**src/common/iees_regs.svh**
```systemverilog
`ifndef IEES_REGS_SVH
`define IEES_REGS_SVH

`define IEES_ADDR_IRQ_EN2      8'h09
`define IEES_ADDR_ERR          8'h0A
`define IEES_ADDR_STATE        8'h0B

`define IEES_EN2_DRIVE_BIT     7
`define IEES_EN2_PIN_BIT       6
`define IEES_EN2_LPD_BIT       5
`define IEES_EN2_RESET         8'h00

`define IEES_ERR_NVM_BIT       7
`define IEES_ERR_WRBUSY_BIT    6
`define IEES_ERR_OVL_BIT       5
`define IEES_ERR_SHORT_BIT     4
`define IEES_ERR_NODATA_BIT    3
`define IEES_ERR_COLL_BIT      2
`define IEES_ERR_PROT_BIT      1
`define IEES_ERR_INTEG_BIT     0
`define IEES_ERR_RESET         8'h00

`define IEES_MIN_FRAME_BITS    4
`define IEES_MIN_EMD_BYTES     3

`define IEES_ST_IDLE           3'h0
`define IEES_ST_TX_WAIT        3'h1
`define IEES_ST_TRANSMIT       3'h3
`define IEES_ST_RX_WAIT        3'h5
`define IEES_ST_WAIT_DATA      3'h6
`define IEES_ST_RECEIVE        3'h7

`endif

```
**src/common/iees_pkg.sv**
```systemverilog
package iees_pkg;

  typedef enum logic [2:0] {
    IEES_IDLE, IEES_TX_WAIT, IEES_TRANSMIT,
    IEES_RX_WAIT, IEES_WAIT_DATA, IEES_RECEIVE
  } iees_link_t;

  // Host register access port
  typedef struct packed {
    logic       wr;
    logic       rd;
    logic [7:0] addr;
    logic [7:0] wdata;
  } iees_host_req_t;

  // Receive decoder events, one-cycle pulses
  typedef struct packed {
    logic        sof;
    logic        frame_end;
    logic [15:0] bit_count;
    logic        byte_valid;
    logic        collision;
    logic        coll_in_eof;
    logic [6:0]  coll_pos;
    logic        coll_pos_valid;
    logic        stop_bit_err;
    logic        sof_err;
    logic        byte_count_err;
    logic        parity_err;
    logic        crc_err;
  } iees_rx_evt_t;

  // Command sequencer events
  typedef struct packed {
    logic start_cl_cmd;
    logic start_receive;
    logic start_transceive;
    logic enter_wait_data;
    logic tx_due;
    logic crc_tx;
    logic auth_cmd;
    logic nvm_fault;
    logic multi_err_stored;
  } iees_cmd_evt_t;

endpackage : iees_pkg

```
**src/rtl/iees_irq_combine.sv**
```systemverilog
`include "iees_regs.svh"

module iees_irq_combine #(
  parameter int NUM_TIMERS = 5
) (
  input  wire logic                  clk,
  input  wire logic                  rst,
  input  wire logic [7:0]            enable_reg,
  input  wire logic                  low_power_detect_irq,
  input  wire logic [NUM_TIMERS-1:0] tmr_irq,
  input  wire logic                  other_enabled_irq,
  input  wire logic                  combined_clear,
  output logic                       combined_irq_flag,
  output logic                       irq_pin_out,
  output logic                       irq_pin_oe_n
);
  import iees_pkg::*;

  // Elaboration-time guard on the timer count
  if (NUM_TIMERS < 1 || NUM_TIMERS > 5) begin : g_bad_timers
    $error("NUM_TIMERS must be 1 to 5");
  end

  wire logic lpd_req = low_power_detect_irq
                     & enable_reg[`IEES_EN2_LPD_BIT];
  wire logic tmr_req = |(tmr_irq & enable_reg[NUM_TIMERS-1:0]);
  wire logic any_req = lpd_req | tmr_req | other_enabled_irq;
  wire logic pin_lvl = combined_irq_flag
                     & enable_reg[`IEES_EN2_PIN_BIT];

  // Set beats clear in the same cycle
  always_ff @(posedge clk or posedge rst) begin
    if (rst) begin
      combined_irq_flag <= 1'b0;
    end else if (any_req) begin
      combined_irq_flag <= 1'b1;
    end else if (combined_clear) begin
      combined_irq_flag <= 1'b0;
    end
  end

  // Open drain only pulls low; push-pull drives 1 when asserted, 0 when not
  wire logic push_pull = enable_reg[`IEES_EN2_DRIVE_BIT];
  assign irq_pin_out  = push_pull ? pin_lvl : 1'b0;
  assign irq_pin_oe_n = push_pull ? 1'b0 : ~pin_lvl;

endmodule : iees_irq_combine

```
**src/rtl/iees_regs.sv**
```systemverilog
`include "iees_regs.svh"

module iees_regs #(
  parameter int NUM_TIMERS = 5
) (
  input  wire logic                    clk,
  input  wire logic                    rst,
  input  wire iees_pkg::iees_host_req_t host_req,
  output logic [7:0]                   host_rdata,
  input  wire iees_pkg::iees_link_t    link_state_in,
  input  wire iees_pkg::iees_rx_evt_t  rx_evt,
  input  wire iees_pkg::iees_cmd_evt_t cmd_evt,
  input  wire logic                    fifo_wr,
  input  wire logic                    fifo_full,
  input  wire logic                    fifo_empty,
  input  wire logic                    fifo_byte_in,
  input  wire logic                    emd_suppress,
  input  wire logic                    collision_as_integrity,
  input  wire logic                    low_power_detect_irq,
  input  wire logic [NUM_TIMERS-1:0]   tmr_irq,
  input  wire logic                    other_enabled_irq,
  input  wire logic                    combined_clear,
  output logic                         fifo_wr_accept,
  output logic                         rx_byte_store,
  output logic                         rx_halt,
  output logic                         receive_decoder_keep,
  output logic                         receive_done_irq,
  output logic                         error_irq_flag,
  output logic [7:0]                   collision_position_reg,
  output logic                         combined_irq_flag,
  output logic                         irq_pin_out,
  output logic                         irq_pin_oe_n
);
  import iees_pkg::*;

  // Elaboration-time guard on the timer count
  if (NUM_TIMERS < 1 || NUM_TIMERS > 5) begin : g_bad_timers
    $error("NUM_TIMERS must be 1 to 5");
  end

  // ==========================================================
  // Functions
  // ==========================================================
  function automatic logic [2:0] state_code(input iees_link_t s);
    case (s)
      IEES_IDLE:      state_code = `IEES_ST_IDLE;
      IEES_TX_WAIT:   state_code = `IEES_ST_TX_WAIT;
      IEES_TRANSMIT:  state_code = `IEES_ST_TRANSMIT;
      IEES_RX_WAIT:   state_code = `IEES_ST_RX_WAIT;
      IEES_WAIT_DATA: state_code = `IEES_ST_WAIT_DATA;
      IEES_RECEIVE:   state_code = `IEES_ST_RECEIVE;
      default:        state_code = `IEES_ST_IDLE;
    endcase
  endfunction : state_code

  // ==========================================================
  // Registers
  // ==========================================================
  logic [7:0] irq_enable_second;
  logic [7:0] contactless_error_flags;
  logic [7:0] transceiver_state;
  logic [7:0] next_err;
  logic       coll_seen;
  logic       coll_seen_sof_ok;

  wire logic wr_en2 = host_req.wr
                    & (host_req.addr == `IEES_ADDR_IRQ_EN2);

  // Error and state addresses are decoded for reads only
  always_ff @(posedge clk or posedge rst) begin
    if (rst) begin
      irq_enable_second <= `IEES_EN2_RESET;
    end else if (wr_en2) begin
      irq_enable_second <= host_req.wdata;
    end
  end

  // ==========================================================
  // Event decode
  // ==========================================================
  wire logic in_rx_phase = (link_state_in == IEES_RX_WAIT)
                         | (link_state_in == IEES_WAIT_DATA)
                         | (link_state_in == IEES_RECEIVE);
  wire logic wr_busy_set = fifo_wr
                         & (cmd_evt.crc_tx | in_rx_phase
                            | cmd_evt.auth_cmd);
  wire logic ovl_set = fifo_wr & fifo_full;
  wire logic ovl_now = contactless_error_flags[`IEES_ERR_OVL_BIT];
  assign fifo_wr_accept = fifo_wr & ~fifo_full & ~ovl_now;

  // Decoder bit count saturates far above the short-frame limit
  wire logic short_bits = rx_evt.bit_count < 16'(`IEES_MIN_FRAME_BITS);
  wire logic short_bytes = emd_suppress
    & (rx_evt.bit_count < 16'(`IEES_MIN_EMD_BYTES * 8));
  wire logic frame_short = rx_evt.frame_end & (short_bits | short_bytes);
  wire logic short_set = rx_evt.frame_end & coll_seen_sof_ok
                       & short_bits;

  assign receive_done_irq = rx_evt.frame_end & ~frame_short;
  assign receive_decoder_keep = frame_short;

  wire logic coll_set = rx_evt.collision
                      & ~rx_evt.coll_in_eof;
  wire logic prot_set = rx_evt.stop_bit_err | rx_evt.sof_err
                      | rx_evt.byte_count_err;
  wire logic integ_set = rx_evt.parity_err | rx_evt.crc_err
    | (coll_set & collision_as_integrity);

  assign rx_halt = prot_set;
  // Byte in flight at the fault never reaches the FIFO
  assign rx_byte_store = rx_evt.byte_valid & ~prot_set
    & ~contactless_error_flags[`IEES_ERR_PROT_BIT];

  wire logic rx_clear = cmd_evt.start_receive
                      | cmd_evt.enter_wait_data;
  wire logic wb_clear = cmd_evt.start_cl_cmd
                      | cmd_evt.multi_err_stored;

  // ==========================================================
  // Error flags, set wins over clear
  // ==========================================================
  always_comb begin
    next_err = contactless_error_flags;
    if (cmd_evt.start_cl_cmd) begin
      next_err[`IEES_ERR_NVM_BIT] = 1'b0;
      next_err[`IEES_ERR_NODATA_BIT] = 1'b0;
    end
    if (wb_clear) begin
      next_err[`IEES_ERR_WRBUSY_BIT] = 1'b0;
      next_err[`IEES_ERR_OVL_BIT] = 1'b0;
    end
    if (rx_clear) begin
      next_err[`IEES_ERR_SHORT_BIT] = 1'b0;
      next_err[`IEES_ERR_COLL_BIT] = 1'b0;
      next_err[`IEES_ERR_PROT_BIT] = 1'b0;
      next_err[`IEES_ERR_INTEG_BIT] = 1'b0;
    end
    if (cmd_evt.nvm_fault) begin
      next_err[`IEES_ERR_NVM_BIT] = 1'b1;
    end
    if (wr_busy_set) begin
      next_err[`IEES_ERR_WRBUSY_BIT] = 1'b1;
    end
    if (ovl_set) begin
      next_err[`IEES_ERR_OVL_BIT] = 1'b1;
    end
    if (short_set) begin
      next_err[`IEES_ERR_SHORT_BIT] = 1'b1;
    end
    if (cmd_evt.tx_due & fifo_empty) begin
      next_err[`IEES_ERR_NODATA_BIT] = 1'b1;
    end
    if (coll_set) begin
      next_err[`IEES_ERR_COLL_BIT] = 1'b1;
    end
    if (prot_set) begin
      next_err[`IEES_ERR_PROT_BIT] = 1'b1;
    end
    if (integ_set) begin
      next_err[`IEES_ERR_INTEG_BIT] = 1'b1;
    end
  end

  wire logic [7:0] err_rise = next_err & ~contactless_error_flags;
  assign error_irq_flag = err_rise[`IEES_ERR_WRBUSY_BIT]
                        | err_rise[`IEES_ERR_OVL_BIT]
                        | err_rise[`IEES_ERR_PROT_BIT]
                        | err_rise[`IEES_ERR_NODATA_BIT]
                        | err_rise[`IEES_ERR_INTEG_BIT];

  // Only hardware events write these; host writes never land here
  always_ff @(posedge clk or posedge rst) begin
    if (rst) begin
      contactless_error_flags <= `IEES_ERR_RESET;
    end else begin
      contactless_error_flags <= next_err;
    end
  end

  // Valid start of frame seen in the current frame
  always_ff @(posedge clk or posedge rst) begin
    if (rst) begin
      coll_seen_sof_ok <= 1'b0;
    end else if (rx_evt.sof) begin
      coll_seen_sof_ok <= ~rx_evt.sof_err;
    end else if (rx_evt.frame_end | rx_clear) begin
      coll_seen_sof_ok <= 1'b0;
    end
  end

  // ==========================================================
  // Collision position, first one per reception
  // ==========================================================
  always_ff @(posedge clk or posedge rst) begin
    if (rst) begin
      collision_position_reg <= 8'h00;
      coll_seen <= 1'b0;
    end else if (coll_set & (rx_clear | ~coll_seen)) begin
      collision_position_reg <= {rx_evt.coll_pos_valid,
                                 rx_evt.coll_pos};
      coll_seen <= 1'b1;
    end else if (rx_clear) begin
      collision_position_reg <= 8'h00;
      coll_seen <= 1'b0;
    end
  end

  // ==========================================================
  // State register and read mux
  // ==========================================================
  always_ff @(posedge clk or posedge rst) begin
    if (rst) begin
      transceiver_state <= 8'h00;
    end else begin
      transceiver_state <= {5'h00,
                            state_code(link_state_in)};
    end
  end

  wire logic rd_en2 = host_req.addr == `IEES_ADDR_IRQ_EN2;
  wire logic rd_err = host_req.addr == `IEES_ADDR_ERR;
  wire logic rd_st  = host_req.addr == `IEES_ADDR_STATE;
  wire logic [7:0] rd_mux = rd_en2 ? irq_enable_second
                          : rd_err ? contactless_error_flags
                          : rd_st  ? transceiver_state
                          : 8'h00;

  // Data held until the next read strobe
  always_ff @(posedge clk or posedge rst) begin
    if (rst) begin
      host_rdata <= 8'h00;
    end else if (host_req.rd) begin
      host_rdata <= rd_mux;
    end
  end

  // ==========================================================
  // Interrupt combine
  // ==========================================================
  iees_irq_combine #(
    .NUM_TIMERS (NUM_TIMERS)
  ) u_irq (
    .clk                  (clk),
    .rst                  (rst),
    .enable_reg           (irq_enable_second),
    .low_power_detect_irq (low_power_detect_irq),
    .tmr_irq              (tmr_irq),
    .other_enabled_irq    (other_enabled_irq),
    .combined_clear       (combined_clear),
    .combined_irq_flag    (combined_irq_flag),
    .irq_pin_out          (irq_pin_out),
    .irq_pin_oe_n         (irq_pin_oe_n)
  );

endmodule : iees_regs

```
**config.mk**
```make
export PLATFORM = sky130hd
export DESIGN_NAME = iees_regs
export DESIGN_NICKNAME = d
export VERILOG_FILES = /design/src/common/iees_pkg.sv /design/src/rtl/iees_irq_combine.sv /design/src/rtl/iees_regs.sv
export VERILOG_INCLUDE_DIRS = /design/src /design/src/common
export SDC_FILE = /design/constraint.sdc
export NUM_CORES = 1
export LEC_CHECK = 0
export BUFFER_PORTS_ARGS = -buffer_cell sky130_fd_sc_hd__buf_2
export CORE_UTILIZATION = 44
export CTS_CLUSTER_SIZE = 24
export DETAILED_ROUTE_END_ITERATION = 10
export GPL_ROUTABILITY_DRIVEN = 0
export GPL_TIMING_DRIVEN = 1
export PLACE_DENSITY = 0.8
export SLEW_MARGIN = 30
export SYNTH_ARGS = -nofsm -noshare
export SYNTH_HDL_FRONTEND = slang
export SYNTH_SLANG_ARGS = --single-unit
```
**constraint.sdc**
```tcl
create_clock -name clk -period 1.37 [get_ports clk]
set_clock_uncertainty 0.15 [all_clocks]
set_input_delay 0.0685 -clock clk [delete_from_list [all_inputs] [get_ports clk]]
set_output_delay 0.0685 -clock clk [all_outputs]
set_load 0.01 [all_outputs]
```
# Word-level counts from Yosys, hierarchy flattened
# Index checks and enable logic that the tools add are counted.
# word_totals
ff_bits	38
input_bits	80
out_inout_bits	25
# op_classes
magnitude_cmp	2
n_eq_ne	8
muxes	27
bitwise_logic	49
n_reduce_logical	4
# op_table
op	count
$mux W8	4
$eq A8 B4 Y1 const B	3
$mux W1	19
$or A1 B1 Y1	19
$and A1 B1 Y1	18
$lt A16 B3 Y1 const B	1
$lt A16 B5 Y1 const B	1
$pmux W3 S5	1
$not A1 Y1	9
$and A7 B7 Y7	1
$not A7 Y7	1
$eq A3 B2 Y1 const B	2
$eq A3 B3 Y1 const B	2
$mux W3	2
$reduce_bool A2 Y1	3
$and A5 B5 Y5	1
$reduce_or A5 Y1	1
$eq A3 B1 Y1 const B	1
$mux W2	1

# Logic depth before layout (Yosys ltp)
# Gate-level depths: netlist of the first run.
# depth
word_depth	12
ltp_mapped	5
depth_no_buf	5

# Modules after synthesis
# A second synthesis of the first run with hierarchy kept.
# unflattened
cells_unflattened	175
hier_area_um2	1848.0
# modules_own_cells
mod	n_inst	cells_per_inst	area_per_inst_um2
iees_regs	1	165	1762.9
iees_irq_combine	1	10	85.1

# Worst setup path after synthesis of the first run
# No wires, ideal clock.
# synth_path
path_type	input -> register
startpoint	input host_req[13] in the netlist's numbering
endpoint	register irq_enable_second[0]
setup_time_ns	0.125
t_arrival_ns	1.295
setup_slack_ns	-0.199
cell_stages	3
path_cell_list	or4_4 > nor3_4 > mux2_2
# synth_between
elab_chain_len	2
# synth_lines
element	line_no	source
start, declared	iees_regs.sv:8	input wire iees_pkg::iees_host_req_t host_req,
$eq A8 B4 Y1 (no source line)	-	
$and A1 B1 Y1	iees_regs.sv:66	wire logic wr_en2 = host_req.wr
end signal, assigned	iees_regs.sv:72	irq_enable_second <= `IEES_EN2_RESET;
end signal, assigned	iees_regs.sv:74	irq_enable_second <= host_req.wdata;
end, declared	iees_regs.sv:59	logic [7:0] irq_enable_second;
# No other way between the ends.
# A chain may end at the register's enable or synchronous reset.

# Worst setup path after layout of the first run
# layout_path
startpoint	register contactless_error_flags[5]
endpoint	output error_irq_flag
# layout_between
elab_chain_len	7
word_cells_on_any_way	8
# layout_lines
element	line_no	source
start, declared	iees_regs.sv:60	logic [7:0] contactless_error_flags;
start signal, assigned	iees_regs.sv:174	contactless_error_flags <= `IEES_ERR_RESET;
start signal, assigned	iees_regs.sv:176	contactless_error_flags <= next_err;
$mux W2	iees_regs.sv:128	if (wb_clear) begin
$mux W1	iees_regs.sv:144	if (ovl_set) begin
$and A7 B7 Y7 *	iees_regs.sv:164	wire logic [7:0] err_rise = next_err & ~contactless_error_flags;
$or A1 B1 Y1 * (4 in a row)	iees_regs.sv:165	assign error_irq_flag = err_rise[`IEES_ERR_WRBUSY_BIT]
end, declared	iees_regs.sv:28	output logic error_irq_flag,
# Mark *: on every way between the ends. The rest lies on a longest branch, timed or not.

==> flow_summary.json, run 1 <==
{
  "outcome": "finished with violations",
  "violations": "hold timing, setup timing",
  "cts.sinks": 38,
  "power_density_nw_per_um2": 806,
  "remaining_drc_errors": 0,
  "die_y_um": 67.0,
  "required_ps": 1150,
  "p_leak_uw": 0.00158,
  "h-tree-depth": 2,
  "slew_violations": 0,
  "whs_path_depth": 4,
  "synth.distinct_cells": 38,
  "comb_power_share_pct": 20.0,
  "crit_path_cell_trace": "nand3b_1 > o221a_2 > o221ai_2 > buf_2",
  "synth_ff_type": "dfrtp_1",
  "fin_crit_ps": 1390,
  "clkPwrFrac_pct": 31.2,
  "crit_path_max_incr_delay_ps": 380,
  "hp-start": "rx_evt[32]",
  "synth_nets": 263,
  "holdWs_ps": -38.8,
  "route.final.wire_length_mm": 5.62,
  "synth_top_cell_area_share_pct": 51.2,
  "yosysMostFrequentCell": "dfrtp_1",
  "netlist_top_cells_area": "dfrtp_1 51%, mux2_2 6.7%, inv_1 3.8%, nand2_1 3.8%, o21ai_0 3.2%",
  "final_hold_viol_count": 2,
  "p_int_uw": 1860,
  "fin_ws_ps": -24.1,
  "clk_pin_slew_worst_paths_ps": 70,
  "root_buffer": "clkbuf_8",
  "reg2reg_slack_ps": 80,
  "worstSkewPairLatency_ps": 280,
  "rsz0062_at_grt": "true",
  "grt-ovfl-total": 0,
  "dpl-instance-area_um2": 2500,
  "r2r_cells": 4,
  "hold_path_class": "in -> reg",
  "fp.dieW_um": 67.0,
  "vias": 2030,
  "synth_top_area_cell": "dfrtp_1",
  "final_nets": 422,
  "hpwl_mm": 3.50,
  "irDropWorstVdd_mv": 0.498,
  "ant_nets": 0,
  "synth_edf_count": 0,
  "synth_seq_cells": 38,
  "post-route-cell-area_um2": 3090,
  "syn2layout_area_growth_pct": 66.2,
  "grt_pass1_wl_mm": 8.66,
  "power.total_uw": 2490,
  "grt_use_met3_pct": 6.34,
  "rows": 23,
  "r2r-start": "contactless_error_flags[1]",
  "cts_tree": "done",
  "yosysWarnings": 0,
  "drv_cap": 0,
  "use_met1_pct": 31.9,
  "core_area_um2": 4030,
  "end_kind": "output port",
  "power_frac_seq_pct": 48.8,
  "met2_usage_pct": 45.6,
  "worstMarginPinSlew_ps": 532,
  "start_util_pct": 46.1,
  "cp_max_fo": 2,
  "grt_busiest_layer": "met2",
  "setup_tns_ps": -24.1,
  "max_freq_mhz": 717,
  "whs_endpoint": "coll_seen_sof_ok",
  "layout-drive-gt1-share_pct": 42.4,
  "antenna_found_initial": 0,
  "syn_inst": 182,
  "crit_start": "contactless_error_flags[5]",
  "port-buffer-count": 100,
  "maxSlewHeadroom_pct": 64.5,
  "clockBufferDepth": 2,
  "setup_viol": 1,
  "wl_per_cell_um": 14.3,
  "r2r-end": "host_rdata[1]",
  "cts-buffers-inserted": 5,
  "post-place-ws_ps": -276,
  "ioPinCount": 105,
  "die_area_um2": 4480,
  "p_sw_uw": 628,
  "drtIter0Drc": 135,
  "grt_pass1_vias": 1891,
  "vias_per_cell": 5.15,
  "firstDrtPassIters": 4,
  "cp-start-kind": "register",
  "synth_common_cells": "38 x dfrtp_1, 19 x inv_1, 19 x nand2_1",
  "period_share_pct": 102,
  "swShare_pct": 25.3,
  "slowest_stage": "dfrtp_1",
  "syn_area_um2": 1860,
  "critPathArrivalTime_ps": 1180,
  "ys_seq_area_share_pct": 51.2,
  "grt_use_total_pct": 26.4,
  "grt_start_max_net_pins": 39,
  "syn_avg_cell_area_um2": 10.2,
  "crit_type": "reg -> out",
  "fill_cells": 275,
  "async_reset_ff_share_pct": 100
}
## routing by layer
metal / part of all wire [%] / vias to the layer above
met2: 52 / 83
met3: 5.6 / 12
li1: - / 981
met1: 40 / 954
met5: 0 / -
met4: 1.9 / 0
## cells in the final DEF (no fill, tap or decap), types with 2 or more instances in the layout
cell type and instances:
dfrtp_1 38, dlygate4sd3_1 41, nor3_1 2, a21oi_1 6, o211ai_1 8, o21ai_0 12, buf_2 100, nor2b_1 6
inv_1 19, clkbuf_8 6, nand3b_1 2, o2bb2ai_1 3, a21o_1 2, a22oi_1 8, diode_2 2, nand3_1 3
o31ai_1 6, mux2_2 11, buf_4 16, nor3b_2 2, a22o_1 2, nand2b_1 2, nor2_1 4, nand2_1 19
## per-stage QoR
stage               cells  util, %
global placement      338     62.0
detailed placement    338     62.0
CTS                   390     75.4
floorplan             182        -
global route          392     76.5
finish                394     76.6
## worst max-delay path: cells and delay by family (launching register included)
kind	cells	cell delay, ps
DFF	1	380
AOI/OAI and AO/OA	2	190
buffers and inverters	1	160
and+or+nand+nor	1	150
## power by group through the flow
stage	combinational [µW]	clock [µW]	sequential [µW]
final	497	776	1210
after global routing	546	855	1220
after CTS	473	795	1210
after detailed placement	368	0	1240
after global placement	361	0	1230
after floorplan	167	0	1230
## logic make-up (layout without fill, tap and decap cells)
family                     count (synthesis)  count (layout)  synth area share (%)
DFF                                       38              38                  51.2
adders and majority gates                  1               1                 0.674
other                                      0               2                     0
muxes                                     12              12                  7.21
and+or+nand+nor                           52              52                  15.6
buffers and inverters                     25             185                  5.05
AOI/OAI and AO/OA                         54              54                  20.2
## worst max-delay path by stage
stage / endpoint / slack, ps / depth (start not counted)
after floorplan: irq_enable_second[0] / -150 / 3
after global placement: irq_enable_second[3] / -250 / 5
after detailed placement: irq_enable_second[2] / -280 / 5
after CTS: error_irq_flag / -20 / 3
after global routing: rx_byte_store / -70 / 3
final: error_irq_flag / -20 / 4
## cell type report
type	count	area (µm²)	area share, %
clock inverters	1	5.00	0.162
repair buffers	158	1050	34.1
multi-input cells	119	853	27.7
well taps	50	62.6	2.03
flip-flops and latches	38	951	30.8
diodes	2	5.00	0.162
inverters	19	71.3	2.31
clock buffers	7	86.3	2.80
## timing repair
| item | 4_1_cts | 5_1_grt |
|---|---|---|
| hold buffers | 40 | 2 |
| setup endpoints to repair | 2 | 6 |
| hold endpoints to repair | 66 | 1 |
| resized for setup | 3 | 4 |
| pin swaps | 2 | 2 |
| setup buffers | 4 | 1 |
Note: power is estimated with default switching activity, not from simulation.
==> inputs of run 2 (changes only) <==
SETUP_SLACK_MARGIN = 0.3   (was not set)
==> run 2 against run 1 <==
Effect of this change: the run still ends with hold timing, setup timing left; core utilization rose by 6.9 points; final cell count rose by 0.51%; global-route usage rose by 3.3 points; via count rose by 7.0%; highest routed layer unchanged; first-iteration DRC count rose by 15%; combinational power rose by 19%; critical path type unchanged; cell area rose by 9.0%; non-clock buffer count rose by 4; register-to-register slack got worse by 60 ps; critical path depth did not move; sequential cell count did not move.
==> flow_summary.json, run 2 (synthesis gave the netlist of run 1 again) <==
{
  "holdWs_ps": -158,
  "root_buffer": "clkbuf_8",
  "grt_pass1_vias": 2120,
  "final_cell_mix": "95 x buf_2, 37 x dfrtp_1, 29 x dlygate4sd3_1, 26 x buf_4, 19 x nand2_1",
  "antenna_cells": 0,
  "crit_start": "contactless_error_flags[5]",
  "seq_area_um2": 952,
  "reg2reg_slack_ps": 20,
  "fin_crit_ps": 1420,
  "top_layer_used": "met4",
  "ioPinCount": 105,
  "drtIter0Drc": 155,
  "route.met2.wl_mm": 3.67,
  "remaining_drc_errors": 0,
  "antenna_found_initial": 0,
  "setup_viol": 2,
  "drv_cap": 0,
  "vias_per_cell": 5.49,
  "outcome": "finished with violations",
  "r2r-end": "host_rdata[1]",
  "critPathArrivalTime_ps": 1200,
  "grt_pass1_wl_mm": 9.69,
  "r2r_cells": 4,
  "p_leak_uw": 0.00170,
  "h-tree-depth": 2,
  "cts.sinks": 38,
  "grt_use_total_pct": 29.7,
  "fill_cells": 222,
  "period_share_pct": 104,
  "crit_type": "reg -> out",
  "maxSlewHeadroom_pct": 67.1,
  "cp-start-kind": "register",
  "die_y_um": 67.0,
  "clk_pin_slew_worst_paths_ps": 80,
  "worstSkewPairLatency_ps": 290,
  "placed_cells": 339,
  "met1_length_mm": 2.54,
  "fp.dieW_um": 67.0,
  "cts-buffers-inserted": 5,
  "dr_wl_met3_um": 355,
  "die_area_um2": 4480,
  "port-buffer-count": 100,
  "hp-start": "rx_evt[0]",
  "whs_path_depth": 3,
  "rows": 23,
  "layout-drive-gt1-share_pct": 54.3,
  "final_hold_viol_count": 5,
  "ant_nets": 0,
  "multi_input_area_um2": 1050,
  "fin_ws_ps": -53.2,
  "firstDrtPassIters": 4,
  "r2r-start": "contactless_error_flags[1]",
  "core_area_um2": 4030,
  "max_freq_mhz": 703,
  "postLayoutCoreUtil_pct": 83.5,
  "hold_path_class": "in -> reg",
  "violations": "hold timing, setup timing",
  "whs_endpoint": "contactless_error_flags[0]",
  "grt_start_max_net_pins": 39,
  "syn2layout_area_growth_pct": 81.1,
  "clockBufferDepth": 2,
  "cp_max_fo": 2,
  "post-place-ws_ps": -275,
  "setup_tns_ps": -68.8,
  "hpwl_mm": 3.55,
  "worstMarginPinSlew_ps": 492,
  "grt-ovfl-total": 0,
  "start_util_pct": 46.1,
  "vias": 2173,
  "slew_violations": 0,
  "irDropWorstVdd_mv": 0.656,
  "final_nets": 426,
  "wl_per_cell_um": 17.3,
  "required_ps": 1150,
  "final_common_cell": "buf_2",
  "cts_tree": "done",
  "power_density_nw_per_um2": 813,
  "rsz0062_at_grt": "true",
  "fin_cells": 396,
  "route.final.wire_length_mm": 6.83,
  "end_kind": "output port"
}
-- run 2: cell types whose count changed in the layout (fill, tap and decap cells not counted), moves of 6 or more --
cell	change
mux2_4	+10
buf_6	+8
buf_4	+10
a22oi_2	+7
a22oi_1	-7
mux2_2	-10
o21ai_1	+6
o21ai_0	-9
dlygate4sd3_1	-12
-- run 2: worst max-delay path by stage --
stage / endpoint / cells after the start / slack, ps
6_report: error_irq_flag / 4 / -50
2_1_floorplan: irq_enable_second[0] / 3 / -150
3_3_place_gp: irq_enable_second[6] / 5 / -250
3_5_place_dp: irq_enable_second[7] / 5 / -280
5_1_grt: error_irq_flag / 4 / -120
4_1_cts: error_irq_flag / 3 / -30
-- run 2: power breakdown --
part | internal [µW] | switching (µW)
logic | 320 | 269
clock network | 536 | 387
registers | 1170 | 47.7
-- run 2: metrics by stage --
stage	instance area (µm²)	total power (µW)	hold slack [ps]
floorplan	1890	1400	-115
global placement	2540	1600	70.6
detailed placement	2540	1620	67.3
CTS	3240	2670	-153
global route	3360	2850	-133
finish	3360	2730	-158
-- run 2: layer usage --
layer | track usage [%] | vias up
met3 | 5.65 | 27
met2 | 53.4 | 110
met5 | 0 | -
met1 | 33.7 | 1053
met4 | 12.8 | 0
li1 | - | 983
-- run 2: area by class of cell --
| cell class | instances | share of cell area (%) |
|---|---|---|
| inverter | 19 | 2.23 |
| sequential | 38 | 28.3 |
| clock inverter | 3 | 1.19 |
| timing repair buffer | 162 | 33.0 |
| tap | 50 | 1.86 |
| clock buffer | 5 | 2.05 |
| multi-input combinational | 119 | 31.3 |
-- run 2: repair_timing --
action	CTS	global route
endpoints found under the hold margin	66	5
hold buffers	30	1
endpoints found under the setup margin	32	39
gates resized for setup	48	19
buffers inserted	15	3
pin swaps	16	12
-- run 2: worst max-delay path, cell delays in order, from the launching register on --
cell,delay (ps)
dfrtp_1,380
nand3b_1,110
o221a_2,190
o221ai_2,80
buf_2,160
